`src/sad_map.vh`:
```
// address map, route codes and timing counts for the system address decoder
`ifndef SAD_MAP_VH
`define SAD_MAP_VH
// address bits 31:29 of each half-gigabyte region
`define SAD_TOP_CODE    3'h0
`define SAD_TOP_SRAM    3'h1
`define SAD_TOP_PERI    3'h2
`define SAD_TOP_XRAM_LO 3'h3
`define SAD_TOP_XRAM_HI 3'h4
`define SAD_TOP_XPER_LO 3'h5
`define SAD_TOP_XPER_HI 3'h6
// finer decode fields
`define SAD_ALIAS_TOP   7'h11
`define SAD_SRAM_BASE   32'h20000000
`define SAD_EMCTL_PAGE  24'h400054
`define SAD_EM_BASE     8'h60
`define SAD_PPB_TOP     12'hE00
// target region codes
`define SAD_RG_CODE     3'h0
`define SAD_RG_SRAM     3'h1
`define SAD_RG_PERI     3'h2
`define SAD_RG_EMCTL    3'h3
`define SAD_RG_XRAM     3'h4
`define SAD_RG_XPER     3'h5
`define SAD_RG_PPB      3'h6
`define SAD_RG_INT      3'h7
// route codes
`define SAD_RT_ICODE    2'h0
`define SAD_RT_DCODE    2'h1
`define SAD_RT_SYS      2'h2
`define SAD_RT_PPB      2'h3
// master codes
`define SAD_M_ICODE     2'h0
`define SAD_M_DCODE     2'h1
`define SAD_M_SYS       2'h2
// access size codes
`define SAD_SZ_BYTE     2'h0
`define SAD_SZ_HALF     2'h1
// bus cycles per external memory access
`define SAD_EM_ACC_CYC  3'h4
`endif

```
`src/README_unused.v`:
```
`timescale 1ns/1ns
`default_nettype none
`default_nettype wire

```
`src/sad_decoder.v`:
```
// system address decoder: region decode, bus routing, bit alias, splitting
`timescale 1ns/1ns
`default_nettype none
`include "sad_map.vh"
module sad_decoder (
  // clock and reset
  input  wire        i_mclk,
  input  wire        i_arst_n,
  // access request from the processor masters
  input  wire        i_req,
  input  wire [1:0]  i_master,
  input  wire        i_instr,
  input  wire        i_write,
  input  wire [1:0]  i_size,
  input  wire [31:0] i_addr,
  input  wire [31:0] i_wdata,
  output reg         o_ack,
  output reg         o_err,
  output reg  [31:0] o_rdata,
  // on-chip target bus
  output reg         o_tgt_req,
  output reg  [2:0]  o_tgt_sel,
  output reg  [1:0]  o_tgt_route,
  output reg         o_tgt_write,
  output reg         o_tgt_lock,
  output reg  [31:0] o_tgt_addr,
  output reg  [3:0]  o_tgt_be,
  output reg  [31:0] o_tgt_wdata,
  input  wire        i_tgt_ack,
  input  wire [31:0] i_tgt_rdata,
  // external memory configuration
  input  wire        i_em_sync,
  input  wire        i_em_wide,
  // external memory pins
  output wire [23:0] o_em_addr,
  output wire [15:0] o_em_wdata,
  output wire        o_em_doe,
  input  wire [15:0] i_em_rdata,
  output wire        o_em_cs_n,
  output wire        o_em_rd_n,
  output wire        o_em_we_n,
  output wire        o_em_clk
);
  localparam ST_IDLE  = 3'd0;
  localparam ST_ISSUE = 3'd1;
  localparam ST_WAIT  = 3'd2;
  localparam ST_BBWR  = 3'd3;
  localparam ST_BBWT  = 3'd4;

  // region of a full address
  function [2:0] region_of;
    input [31:0] a;
    begin
      case (a[31:29])
        `SAD_TOP_CODE:
          region_of = `SAD_RG_CODE;
        `SAD_TOP_SRAM:
          region_of = `SAD_RG_SRAM;
        `SAD_TOP_PERI:
          region_of = (a[31:8] == `SAD_EMCTL_PAGE) ?
                      `SAD_RG_EMCTL : `SAD_RG_PERI;
        `SAD_TOP_XRAM_LO, `SAD_TOP_XRAM_HI:
          region_of = `SAD_RG_XRAM;
        `SAD_TOP_XPER_LO, `SAD_TOP_XPER_HI:
          region_of = `SAD_RG_XPER;
        default:
          region_of = (a[31:20] == `SAD_PPB_TOP) ?
                      `SAD_RG_PPB : `SAD_RG_INT;
      endcase
    end
  endfunction

  // byte lanes touched by an access of a given size
  function [3:0] size_mask;
    input [1:0] s;
    begin
      case (s)
        `SAD_SZ_BYTE: size_mask = 4'h1;
        `SAD_SZ_HALF: size_mask = 4'h3;
        default:      size_mask = 4'hF;
      endcase
    end
  endfunction

  // expand byte lanes into a bit mask
  function [31:0] lane_bits;
    input [3:0] m;
    begin
      lane_bits = {{8{m[3]}}, {8{m[2]}}, {8{m[1]}}, {8{m[0]}}};
    end
  endfunction

  // decode of the incoming request
  wire [2:0]  rg      = region_of(i_addr);
  wire        is_alias = (i_addr[31:25] == `SAD_ALIAS_TOP);
  wire        code_m  = (i_master != `SAD_M_SYS);
  wire        in_win  = (i_addr[31:24] == `SAD_EM_BASE);
  wire [3:0]  smask   = size_mask(i_size);
  wire [7:0]  m8      = {4'h0, smask} << i_addr[1:0];
  wire [63:0] wd64    = {32'h0, i_wdata} << {i_addr[1:0], 3'h0};
  // bit alias: word offset is addr[24:7], bit is addr[6:2]
  wire [31:0] bb_word = `SAD_SRAM_BASE +
                        {12'h0, i_addr[24:7], 2'h0};

  reg         bad;
  reg  [1:0]  route;

  // route choice and refusal; no protection is applied anywhere
  always @* begin
    bad = 1'b0;
    route = `SAD_RT_SYS;
    if (rg == `SAD_RG_CODE) begin
      route = (i_master == `SAD_M_ICODE) ?
              `SAD_RT_ICODE : `SAD_RT_DCODE;
      if (!code_m)
        bad = 1'b1;
    end else begin
      if (code_m)
        bad = 1'b1;
      if (rg == `SAD_RG_PPB)
        route = `SAD_RT_PPB;
      if (rg == `SAD_RG_XRAM && !in_win)
        bad = 1'b1;
      if (i_instr) begin
        if (rg == `SAD_RG_XRAM)
          bad = bad | ~i_em_wide;
        else if (rg != `SAD_RG_SRAM)
          bad = 1'b1;
      end
    end
  end

  // latched request state
  reg  [2:0]  st_q;
  reg  [31:0] a_q;
  reg  [7:0]  m8_q;
  reg  [63:0] wd64_q;
  reg  [63:0] rd_q;
  reg  [1:0]  off_q;
  reg  [3:0]  smask_q;
  reg         wr_q;
  reg         split_q;
  reg         beat_q;
  reg         ext_q;
  reg         bb_q;
  reg  [4:0]  bit_q;
  reg         wbit_q;
  reg         em_start_q;

  // answer from whichever target served the beat
  wire        em_done;
  wire [31:0] em_rdata;
  wire        beat_ack  = ext_q ? em_done : i_tgt_ack;
  wire [31:0] beat_data = ext_q ? em_rdata : i_tgt_rdata;
  wire [63:0] cur64     = beat_q ? {beat_data, rd_q[31:0]}
                                 : {32'h0, beat_data};
  wire [63:0] shifted   = cur64 >> {off_q, 3'h0};
  wire [31:0] merged    = shifted[31:0] & lane_bits(smask_q);
  wire [31:0] bb_mod    = (rd_q[31:0] & ~(32'h1 << bit_q)) |
                          ({31'h0, wbit_q} << bit_q);

  // access sequencer: one or two beats, or a locked read-modify-write
  always @(posedge i_mclk or negedge i_arst_n) begin
    if (!i_arst_n) begin
      st_q <= ST_IDLE;
      a_q <= 32'h0;
      m8_q <= 8'h0;
      wd64_q <= 64'h0;
      rd_q <= 64'h0;
      off_q <= 2'h0;
      smask_q <= 4'h0;
      wr_q <= 1'b0;
      split_q <= 1'b0;
      beat_q <= 1'b0;
      ext_q <= 1'b0;
      bb_q <= 1'b0;
      bit_q <= 5'h0;
      wbit_q <= 1'b0;
      em_start_q <= 1'b0;
      o_ack <= 1'b0;
      o_err <= 1'b0;
      o_rdata <= 32'h0;
      o_tgt_req <= 1'b0;
      o_tgt_sel <= 3'h0;
      o_tgt_route <= 2'h0;
      o_tgt_write <= 1'b0;
      o_tgt_lock <= 1'b0;
      o_tgt_addr <= 32'h0;
      o_tgt_be <= 4'h0;
      o_tgt_wdata <= 32'h0;
    end else begin
      o_ack <= 1'b0;
      em_start_q <= 1'b0;
      case (st_q)
        ST_IDLE: if (i_req && !o_ack) begin
          if (bad) begin
            o_ack <= 1'b1;
            o_err <= 1'b1;
            o_rdata <= 32'h0;
          end else begin
            o_err <= 1'b0;
            o_tgt_sel <= rg;
            o_tgt_route <= route;
            ext_q <= (rg == `SAD_RG_XRAM);
            wr_q <= i_write;
            beat_q <= 1'b0;
            rd_q <= 64'h0;
            bb_q <= is_alias;
            bit_q <= i_addr[6:2];
            wbit_q <= i_wdata[0];
            if (is_alias) begin
              a_q <= bb_word;
              m8_q <= 8'h0F;
              off_q <= 2'h0;
              smask_q <= 4'hF;
              split_q <= 1'b0;
              wd64_q <= 64'h0;
            end else begin
              a_q <= {i_addr[31:2], 2'h0};
              m8_q <= m8;
              off_q <= i_addr[1:0];
              smask_q <= smask;
              split_q <= |m8[7:4];
              wd64_q <= wd64;
            end
            st_q <= ST_ISSUE;
          end
        end
        ST_ISSUE: begin
          o_tgt_addr <= beat_q ? a_q + 32'h4 : a_q;
          o_tgt_be <= beat_q ? m8_q[7:4] : m8_q[3:0];
          o_tgt_wdata <= beat_q ? wd64_q[63:32] : wd64_q[31:0];
          o_tgt_write <= wr_q & ~bb_q;
          o_tgt_lock <= bb_q & wr_q;
          if (ext_q)
            em_start_q <= 1'b1;
          else
            o_tgt_req <= 1'b1;
          st_q <= ST_WAIT;
        end
        ST_WAIT: if (beat_ack) begin
          o_tgt_req <= 1'b0;
          rd_q <= cur64;
          if (bb_q && wr_q) begin
            st_q <= ST_BBWR;
          end else if (bb_q) begin
            o_rdata <= {31'h0, beat_data[bit_q]};
            o_ack <= 1'b1;
            st_q <= ST_IDLE;
          end else if (split_q && !beat_q) begin
            beat_q <= 1'b1;
            st_q <= ST_ISSUE;
          end else begin
            o_rdata <= wr_q ? 32'h0 : merged;
            o_ack <= 1'b1;
            st_q <= ST_IDLE;
          end
        end
        ST_BBWR: begin
          o_tgt_write <= 1'b1;
          o_tgt_be <= 4'hF;
          o_tgt_wdata <= bb_mod;
          o_tgt_req <= 1'b1;
          st_q <= ST_BBWT;
        end
        ST_BBWT: if (i_tgt_ack) begin
          o_tgt_req <= 1'b0;
          o_tgt_lock <= 1'b0;
          o_rdata <= 32'h0;
          o_ack <= 1'b1;
          st_q <= ST_IDLE;
        end
        default: st_q <= ST_IDLE;
      endcase
    end
  end

  // external memory port; its pins leave through shared fabric
  sad_ext_port u_ext (
    .i_mclk     (i_mclk),
    .i_arst_n   (i_arst_n),
    .i_start    (em_start_q),
    .i_write    (o_tgt_write),
    .i_addr     (o_tgt_addr[23:0]),
    .i_be       (o_tgt_be),
    .i_wdata    (o_tgt_wdata),
    .i_wide     (i_em_wide),
    .i_sync     (i_em_sync),
    .o_done     (em_done),
    .o_rdata    (em_rdata),
    .o_em_addr  (o_em_addr),
    .o_em_wdata (o_em_wdata),
    .o_em_doe   (o_em_doe),
    .i_em_rdata (i_em_rdata),
    .o_em_cs_n  (o_em_cs_n),
    .o_em_rd_n  (o_em_rd_n),
    .o_em_we_n  (o_em_we_n),
    .o_em_clk   (o_em_clk)
  );
endmodule
`default_nettype wire

```
`src/sad_ext_port.v`:
```
// external memory port: one access of four bus cycles per 8/16-bit unit
`timescale 1ns/1ns
`default_nettype none
`include "sad_map.vh"
module sad_ext_port (
  // clock and reset
  input  wire        i_mclk,
  input  wire        i_arst_n,
  // beat request from the decoder
  input  wire        i_start,
  input  wire        i_write,
  input  wire [23:0] i_addr,
  input  wire [3:0]  i_be,
  input  wire [31:0] i_wdata,
  input  wire        i_wide,
  input  wire        i_sync,
  output reg         o_done,
  output reg  [31:0] o_rdata,
  // memory pins, routed through digital blocks and ports
  output reg  [23:0] o_em_addr,
  output reg  [15:0] o_em_wdata,
  output reg         o_em_doe,
  input  wire [15:0] i_em_rdata,
  output reg         o_em_cs_n,
  output reg         o_em_rd_n,
  output reg         o_em_we_n,
  output reg         o_em_clk
);
  localparam ST_IDLE = 2'd0;
  localparam ST_SCAN = 2'd1;
  localparam ST_RUN  = 2'd2;

  reg  [1:0]  st_q;
  reg  [2:0]  ph_q;
  reg  [1:0]  u_q;
  reg         wr_q;
  reg         wide_q;
  reg         sync_q;
  reg  [23:0] a_q;
  reg  [3:0]  be_q;
  reg  [31:0] wd_q;

  // unit enable and last unit for the latched width
  wire u_en   = wide_q ? |(be_q >> {u_q[0], 1'b0}) & 1'b1
                         & (be_q[{u_q[0], 1'b1}] | be_q[{u_q[0], 1'b0}])
                       : be_q[u_q];
  wire u_last = wide_q ? u_q[0] : (u_q == 2'h3);
  wire ph_end = (ph_q == `SAD_EM_ACC_CYC - 3'h1);

  // unit sequencer; type and width are frozen for the whole beat
  always @(posedge i_mclk or negedge i_arst_n) begin
    if (!i_arst_n) begin
      st_q <= ST_IDLE;
      ph_q <= 3'h0;
      u_q <= 2'h0;
      wr_q <= 1'b0;
      wide_q <= 1'b0;
      sync_q <= 1'b0;
      a_q <= 24'h0;
      be_q <= 4'h0;
      wd_q <= 32'h0;
      o_done <= 1'b0;
      o_rdata <= 32'h0;
      o_em_addr <= 24'h0;
      o_em_wdata <= 16'h0;
      o_em_doe <= 1'b0;
      o_em_cs_n <= 1'b1;
      o_em_rd_n <= 1'b1;
      o_em_we_n <= 1'b1;
      o_em_clk <= 1'b0;
    end else begin
      o_done <= 1'b0;
      case (st_q)
        ST_IDLE: if (i_start) begin
          wr_q <= i_write;
          wide_q <= i_wide;
          sync_q <= i_sync;
          a_q <= i_addr;
          be_q <= i_be;
          wd_q <= i_wdata;
          u_q <= 2'h0;
          o_rdata <= 32'h0;
          st_q <= ST_SCAN;
        end
        ST_SCAN: if (u_en) begin
          ph_q <= 3'h0;
          o_em_cs_n <= 1'b0;
          o_em_doe <= wr_q;
          o_em_addr <= wide_q ? {a_q[23:2], u_q[0], 1'b0}
                              : {a_q[23:2], u_q};
          o_em_wdata <= wide_q ? wd_q[{u_q[0], 4'h0} +: 16]
                               : {8'h0, wd_q[{u_q, 3'h0} +: 8]};
          st_q <= ST_RUN;
        end else if (u_last) begin
          o_done <= 1'b1;
          st_q <= ST_IDLE;
        end else begin
          u_q <= u_q + 2'h1;
        end
        ST_RUN: begin
          ph_q <= ph_q + 3'h1;
          o_em_clk <= sync_q & ~ph_q[0];
          o_em_rd_n <= ~(~wr_q & ~ph_end);
          o_em_we_n <= ~(wr_q & (ph_q == 3'h0)); // strobe only in cycle 2
          if (ph_end) begin
            o_em_cs_n <= 1'b1;
            o_em_doe <= 1'b0;
            o_em_clk <= 1'b0;
            if (!wr_q && wide_q)
              o_rdata[{u_q[0], 4'h0} +: 16] <= i_em_rdata;
            else if (!wr_q)
              o_rdata[{u_q, 3'h0} +: 8] <= i_em_rdata[7:0];
            if (u_last) begin
              o_done <= 1'b1;
              st_q <= ST_IDLE;
            end else begin
              u_q <= u_q + 2'h1;
              st_q <= ST_SCAN;
            end
          end
        end
        default: st_q <= ST_IDLE;
      endcase
    end
  end
endmodule
`default_nettype wire

```
`config.mk`:
```
export PLATFORM = sky130hd
export DESIGN_NAME = sad_decoder
export DESIGN_NICKNAME = d
export VERILOG_FILES = /design/src/README_unused.v /design/src/sad_decoder.v /design/src/sad_ext_port.v
export VERILOG_INCLUDE_DIRS = /design/src /design/src/src
export SDC_FILE = /design/constraint.sdc
export NUM_CORES = 1
export LEC_CHECK = 0
export BUFFER_PORTS_ARGS = -buffer_cell sky130_fd_sc_hd__clkbuf_2
export CAP_MARGIN = 20
export CORE_MARGIN = 10
export CORE_UTILIZATION = 60
export CTS_BUF_LIST = sky130_fd_sc_hd__clkbuf_8
export DETAILED_ROUTE_END_ITERATION = 10
export PLACE_DENSITY = 0.83
export SYNTH_ARGS = -nofsm -noshare
export SYNTH_HDL_FRONTEND = slang
export SYNTH_SLANG_ARGS = --single-unit
```
`constraint.sdc`:
```
create_clock -name i_mclk -period 2.77 [get_ports i_mclk]
set_input_delay 0 -clock i_mclk [delete_from_list [all_inputs] [get_ports i_mclk]]
set_output_delay 0 -clock i_mclk [all_outputs]
set_load 0.1 [all_outputs]
```
==> key figures, run 1 <==
Drt
  • Routed WL: 69700 microns
  • Via-to-Cell Ratio: 6.23
  • Drc violations: 0
  • Wirelength per Cell: 23.4 microns
  • Pre-antenna DRT Iters: 7
  • DRT antenna net count: 0
  • Initial detailed-routing violation count: 2014
  • DR vias: 18500

Setup path
  • Critical path destination: u_ext.o_rdata[2]
  • Critical path class: flop to flop
  • CP max stage cell: o21ai_1
  • Worst path depth: 7
  • CP delay by family, top: compound AO/OA/AOI/OAI gates
  • R2R Setup Slk: 180 ps
  • Crit path largest cell delay: 550 ps
  • CP endpoint kind: flop
  • Most Frequent Cell on Critical Path: inv_1
  • Reg-to-reg critical path endpoint: u_ext.o_rdata[2]
  • Reg2reg start: u_ext.st_q[0]
  • Crit path DAT: 3020 ps
  • FF-to-FF path depth: 7
  • Crit path launch: u_ext.st_q[0]
  • Buffer and inverter count on the worst path: 2
  • Crit path max fanout: 16
  • Critical path required time: 3200 ps
  • Crit-path cells: inv_1 > ha_1 > inv_1 > nor3_2 > nor2_1 > o21ai_1 > o21ai_0
  • CP Launch Type: flop

Cells and area
  • Reg area: 9990 sq um
  • Layout area overhead: 21.1%
  • Ratio of cells with drive above 1 in the final layout: 25.7%
  • Commonest non-fill, non-tap cell in the layout: dfrtp_1
  • Fin util: 73.3%
  • # fillers: 2443
  • Final nets: approximately 2600
  • Area of the multi-input gates: between 10000 and 15000 sq um
  • Most frequent cells in the layout: 392 x dfrtp_1, 361 x nand2_1, 275 x clkbuf_2

Flow run
  • Max-cap viol count: 0

Synth
  • Post-synthesis sequential area ratio: 47.9%
  • Seq cells post-synth: 399
  • Ys async rst share: 100%
  • Synth warnings: 0
  • Yosys cell types: 74
  • Netlist Area Pre-Place: 20900 sq um
  • EDFF count, synth: 0
  • Cells after Synth: 2086
  • Syn_area_per_cell: 10.0 sq um
  • Synth Flop Type: dfrtp_1

Placed design
  • Port Buffers: 276
  • Post-DP HPWL: 49200 microns
  • Placer Congestion: approximately 0.99
  • Pre-CTS WS: 273 ps

Timing
  • RSZ-0062 raised after global routing: yes
  • Final worst slack: 184 ps
  • Final setup fails: 0
  • F_max: between 0.3 and 0.4 GHz
  • Hold Vio Cnt, Final: 0
  • Fin crit share: 93.3%
  • Max Slew Vio Count: 0
  • Least-Margin Pin Slew: around 1100 ps
  • TNS Setup: 0 ps
  • Final min period: 2590 ps
  • Fin Clk Skew: 28.4 ps
  • Slew Limit Headroom: 28.9%

Global route
  • Largest net degree at the start of global routing: 107
  • Grt ovf: 0
  • Antenna violations before repair: 4
  • Vias in the first global route: 18100
  • First-pass GRT wire length: 106000 microns
  • Total track usage: 32.2%

Power
  • PwrDens: 1280 nW/um^2
  • P_leak: 12.0 nW
  • Peak supply drop: between 1.5 and 2 mV

Floorplanning
  • Starting Density: 60.5%
  • DIE WIDTH: 206 microns
  • Top-Level Pins: roughly 280
  • Die height: just over 200 microns
  • DIE AREA: roughly 43000 sq um
  • Core area: ~34000 sq um
  • Rows: 68

CTS
  • Post_cts resized: 0
  • Total CTS buffers: 68
  • Longest Clk Path Bufs: 3
  • CTS tree: built
  • Root buffer cell: clkbuf_8
  • H-tree levels: 3
  • Clk_lat worst skew: 610 ps
  • CTS Sinks: 399
  • Worst-path clk slew: around 60 ps

Min path
  • Hold WC Path Type: primary input to async pin

Status
  • Status: finished clean
-- cell usage after synthesis (17+ instances only) --
library cell | n | area (sq um)
clkbuf_1 | 76 | 285
a22oi_1 | 26 | 195
mux2i_1 | 148 | 1480
buf_2 | 31 | 155
nand2_1 | 362 | 1360
buf_1 | 28 | 105
inv_1 | 40 | 150
a211oi_1 | 22 | 165
nor3_1 | 24 | 120
o22ai_1 | 19 | 119
o22a_1 | 18 | 158
a22o_1 | 26 | 228
nand3_1 | 22 | 110
nor2_1 | 160 | 601
o31ai_1 | 38 | 285
xnor2_1 | 17 | 149
o21ai_0 | 163 | 816
mux4_2 | 17 | 383
a21oi_1 | 90 | 450
dfrtp_1 | 396 | 9910
mux2_2 | 149 | 1680
-- worst min-delay path by stage --
stage / from / end / slack [ps] / depth (start not counted)
after floorplan: i_arst_n / a_q[10] / -300 / 0
after global placement: i_arst_n / a_q[28] / 130 / 1
after detailed placement: i_arst_n / o_tgt_addr[28] / 140 / 1
after CTS: i_tgt_rdata[24] / rd_q[24] / 4 / 4
after global routing: i_tgt_rdata[28] / rd_q[28] / 50 / 4
final: i_arst_n / o_tgt_sel[1] / 50 / 2
-- per-layer routing --
layer	wire length [microns]	GRT usage, %
met1	28200	43.3
met2	31300	49.1
met3	6870	7.02
met4	3240	15.0
met5	13	0
-- power breakdown --
group | leakage, nW | switching [W] | internal (W)
Combinational | 6.05 | 0.0124 | 0.00455
Clock | 0.777 | 0.00244 | 0.00277
Sequential | 5.21 | 0.00225 | 0.00799
-- registers in the layout (all words and copies together) (netlist names), 2 cells and up --
name and count:
u_ext.o_rdata 32, o_tgt_sel 3, o_rdata 32, u_ext.wd_q 32
smask_q 3, u_ext.ph_q 3, wd64_q 56, a_q 30
bit_q 5, u_ext.st_q 2, u_ext.o_em_addr 24, u_ext.o_em_wdata 16
st_q 3, o_tgt_addr 30, u_ext.u_q 2, u_ext.a_q 22
o_tgt_be 4, o_tgt_route 2, off_q 2, m8_q 7
o_tgt_wdata 32, rd_q 32, u_ext.be_q 4
-- stage by stage --
stage	power [W]	std cells	hold slack (ps)	area, sq um
floorplan	0.0225	2087	-296	20900
global placement	0.0264	2725	133	22700
detailed placement	0.0268	2725	141	22700
CTS	0.0322	2968	4.44	25200
global route	0.0339	2971	45.3	25300
finish	0.0324	2971	51.2	25300
-- cells by family (layout without fill, tap and decap cells) --
kind of cell	after synthesis	count (layout)	share of synthesized area [%]
mux	328	328	18.0
fa+ha+maj	12	12	0.720
buf+inv	193	619	4.11
flops	399	399	47.9
simple gates	640	640	13.0
other cells	1	5	0.0180
compound gates	483	483	15.1
xor+xnor	30	30	1.26
-- final cells by class --
type                            count  share of cell area [%]
Clock buffer                       85                    4.63
Multi-Input combinational cell   1495                    39.8
Timing Repair Buffer              456                    12.5
Sequential cell                   399                    39.6
Tap cell                          455                    2.25
Clock inverter                     36                   0.649
Antenna cell                        3                  0.0297
Inverter                           42                   0.624
-- worst reg2reg max path, cell delays in order, from the launching register on --
cell     delay, ps
dfrtp_1        420
inv_1          100
ha_1           440
inv_1          200
nor3_2         340
nor2_1         110
o21ai_1        550
o21ai_0        260
-- repair_timing --
| item | 4_1_cts | 5_1_grt |
|---|---|---|
| buffers inserted | 0 | 0 |
| endpoints found under the setup margin | 0 | 1 |
| hold endpoints to repair | 271 | 0 |
| hold buffers | 122 | 0 |
Note: power is estimated with default switching activity, not from simulation.
==> run 2, diff against run 1 <==
- ABC_CLOCK_PERIOD_IN_PS: unset -> 2100
- CORE_UTILIZATION: 60 -> 54
- PLACE_DENSITY: 0.83 -> 0.78
- clock period: 2.77 -> 2.1 ns (I/O delays scaled with it)
==> run 2 against run 1 <==
Compared with the run above: setup slack got worse by 200 ps; global-route usage fell by 2.7 points; worst hold slack got worse by 9.7 ps; via count rose by 0.62%; critical path depth rose by 2; sequential cell count did not move; the flow now finishes with violations (negative setup slack); sequential power rose by 31%; cell area rose by 5.3%; wire length rose by 2.6%; clock skew rose by 11 ps; largest cell class unchanged.
==> key figures, run 2 (same netlist as run 1, synthesis figures left out) <==
Global route
  • Antenna violations before repair: 6 (was 4)
  • Largest net degree at the start of global routing: 71 (was 107)
  • First-pass GRT wire length: 108000 microns (was 106000 microns)
  • Grt ovf: 0 (unchanged)
  • Vias in the first global route: 18200 (was 18100)
  • Total track usage: 29.5% (was 32.2%)

CTS
  • CTS Sinks: 399 (unchanged)
  • CTS tree: built (unchanged)
  • Worst-path clk slew: 60 ps (about the same)
  • H-tree levels: 3 (unchanged)
  • Clk_lat worst skew: 650 ps (was 610 ps)
  • Total CTS buffers: 70 (was 68)
  • Longest Clk Path Bufs: 3 (unchanged)
  • Root buffer cell: clkbuf_8 (unchanged)

Timing
  • Fin crit share: 101% (was 93.3%)
  • Hold Vio Cnt, Final: 0 (unchanged)
  • Slew Limit Headroom: 59.0% (was 28.9%)
  • Final min period: 2110 ps (was 2590 ps)
  • Final setup fails: 1 (was 0)
  • Final worst slack: -14.0 ps (was 184 ps)
  • Least-Margin Pin Slew: 617 ps (was 1060 ps)
  • Fin Clk Skew: 39.0 ps (was 28.4 ps)
  • RSZ-0062 raised after global routing: yes (unchanged)
  • F_max: 0.473 GHz (was 0.387 GHz)
  • TNS Setup: -14.0 ps (was 0 ps)
  • Hold_ws: 41.5 ps (was 51.2 ps)
  • Max Slew Vio Count: 0 (unchanged)

Floorplanning
  • Die height: 217 microns (was 206 microns)
  • Starting Density: 55.0% (was 60.5%)
  • DIE AREA: 46900 sq um (was 42600 sq um)
  • DIE WIDTH: 217 microns (was 206 microns)
  • Rows: 71 (was 68)
  • Core area: 37900 sq um (was 34500 sq um)
  • Top-Level Pins: 279 (unchanged)

Status
  • Status: finished, violations left (was finished clean)
  • Failing checks: negative setup slack

Setup path
  • CP Launch Type: flop (unchanged)
  • Crit path DAT: 2630 ps (was 3020 ps)
  • Critical path class: flop to flop (unchanged)
  • Crit path max fanout: 7 (was 16)
  • CP endpoint kind: flop (unchanged)
  • Critical path required time: 2610 ps (was 3200 ps)

Drt
  • Pre-antenna DRT Iters: 6 (was 7)
  • Met3 WL: 6360 microns (was 6870 microns)
  • Initial detailed-routing violation count: 1845 (was 2014)
  • DR vias: 18600 (was 18500)
  • DRT antenna net count: 0 (unchanged)
  • Drc violations: 0 (unchanged)
  • Routed WL: 71500 microns (was 69700 microns)
  • Top sig layer: met5 (unchanged)
  • Via-to-Cell Ratio: 5.95 (was 6.23)
  • Wirelength per Cell: 22.9 microns (was 23.4 microns)
  • Met2 routed WL: 32300 microns (was 31300 microns)
  • Met1 wire length: 29900 microns (was 28200 microns)

Cells and area
  • Commonest non-fill, non-tap cell in the layout: dfrtp_1 (unchanged)
  • # fillers: 2797 (was 2443)
  • Ratio of cells with drive above 1 in the final layout: 30.0% (was 25.7%)
  • Layout area overhead: 27.5% (was 21.1%)
  • Final nets: 2697 (was 2598)
  • Largest Register: wd64_q (unchanged)
  • Most frequent cells in the layout: 389 x dfrtp_1, 360 x nand2_1, 275 x clkbuf_2 (was 392 x dfrtp_1, 361 x nand2_1, 275 x clkbuf_2)
  • Reg area: 10000 sq um (was 9990 sq um)
  • Area of the multi-input gates: 10300 sq um (was 10000 sq um)
  • Largest register FFs: 56 (unchanged)
  • Fin cells: 3128 (was 2971)

Power
  • P_leak: 12.7 nW (was 12.0 nW)
  • Combinational Power Share: 54.0% (was 52.3%)
  • NetSw: 0.0232 W (was 0.0171 W)
  • PwrDens: 1700 nW/um^2 (was 1280 nW/um^2)
  • Int Pwr: 0.0219 W (was 0.0153 W)
  • PnR Total Power: 0.0451 W (was 0.0324 W)
  • Sw frac: 51.5% (was 52.7%)
  • Peak supply drop: 1.27 mV (was 1.78 mV)
  • Reg power frac: 29.7% (was 31.6%)
  • Clock Power Share: 16.2% (was 16.1%)

Placed design
  • Port Buffers: 276 (unchanged)
  • Placed Cells: 2873 (was 2725)
  • Post-DP HPWL: 51400 microns (was 49200 microns)
  • Placer Congestion: 0.954 (was 0.995)

Flow run
  • Max-cap viol count: 0 (unchanged)

Min path
  • Hold WC Path Type: primary input to flop (was primary input to async pin)
## run 2: cell types whose count changed in the layout (fill, tap and decap cells not counted), sizes merged
cell         change
clkbuf           +1
bufinv           +2
inv              +4
dlygate4sd3      -5
buf            +101
clkinvlp         -2
## run 2: power groups by stage
stage	Sequential (W)	Combinational, W	Clock (W)
final	0.0134	0.0244	0.00732
after detailed placement	0.0134	0.0232	0
after floorplan	0.0202	0.00956	0
after global routing	0.0137	0.0257	0.00780
after CTS	0.0132	0.0236	0.00743
after global placement	0.0132	0.0229	0
## run 2: final cells by class
class                      count  share of cell area (%)
multi-input combinational   1495                    38.6
sequential                   399                    37.6
timing repair buffer         553                    15.4
clock buffer                  85                    4.40
tap                          511                    2.40
clock inverter                40                   0.997
inverter                      42                   0.593
antenna                        3                  0.0282
## run 2: path summary, 6_finish.rpt
kind / slack [ps] / to / cells after the start / startpoint
max in group asynchronous: 1650 / u_ext.a_q[9] / 3 / i_arst_n
hold / removal: 40 / rd_q[28] / 5 / i_tgt_rdata[28]
setup reg to reg: -10 / o_rdata[1] / 9 / ext_q
setup / recovery: -10 / o_rdata[1] / 9 / ext_q
min in group asynchronous: 50 / a_q[24] / 3 / i_arst_n
hold reg to reg: 460 / u_ext.o_em_addr[12] / 2 / u_ext.a_q[12]
## run 2: routing by layer
metal  GRT usage (%)  vias up
met3            6.48      203
met4            11.9        6
li1                -     8371
met2            45.1      927
met1            40.1     9119
met5               0        -
## run 2: what timing repair did
action                                  4_1_cts  5_1_grt
buffers inserted                              3        4
pin swaps                                     0        2
resized for setup                             6       51
cloned                                        0        1
hold endpoints to repair                    563        0
hold buffers                                118        0
endpoints found under the setup margin       42      113
## run 2: worst max-delay path, cell delays in order, from the launching register on
cell and delay [ps]:
dfrtp_2 480, buf_6 160, buf_4 120, buf_4 150, mux2_4 360, mux2i_2 200, nand2_1 70, a21oi_1 120
a211oi_1 60, mux2_2 270
## run 2: stage by stage
| stage | worst slack, ps | utilization, % | instance area, sq um |
|---|---|---|---|
| 6_report | -14.0 | 70.1 | 26600 |
| 5_1_grt | -77.0 | 70.1 | 26600 |
| 4_1_cts | -8.34 | 69.4 | 26300 |
| 3_5_place_dp | -131 | 62.4 | 23700 |
| 3_3_place_gp | -27.8 | 62.4 | 23700 |
| 2_1_floorplan | 39.5 | - | 20900 |
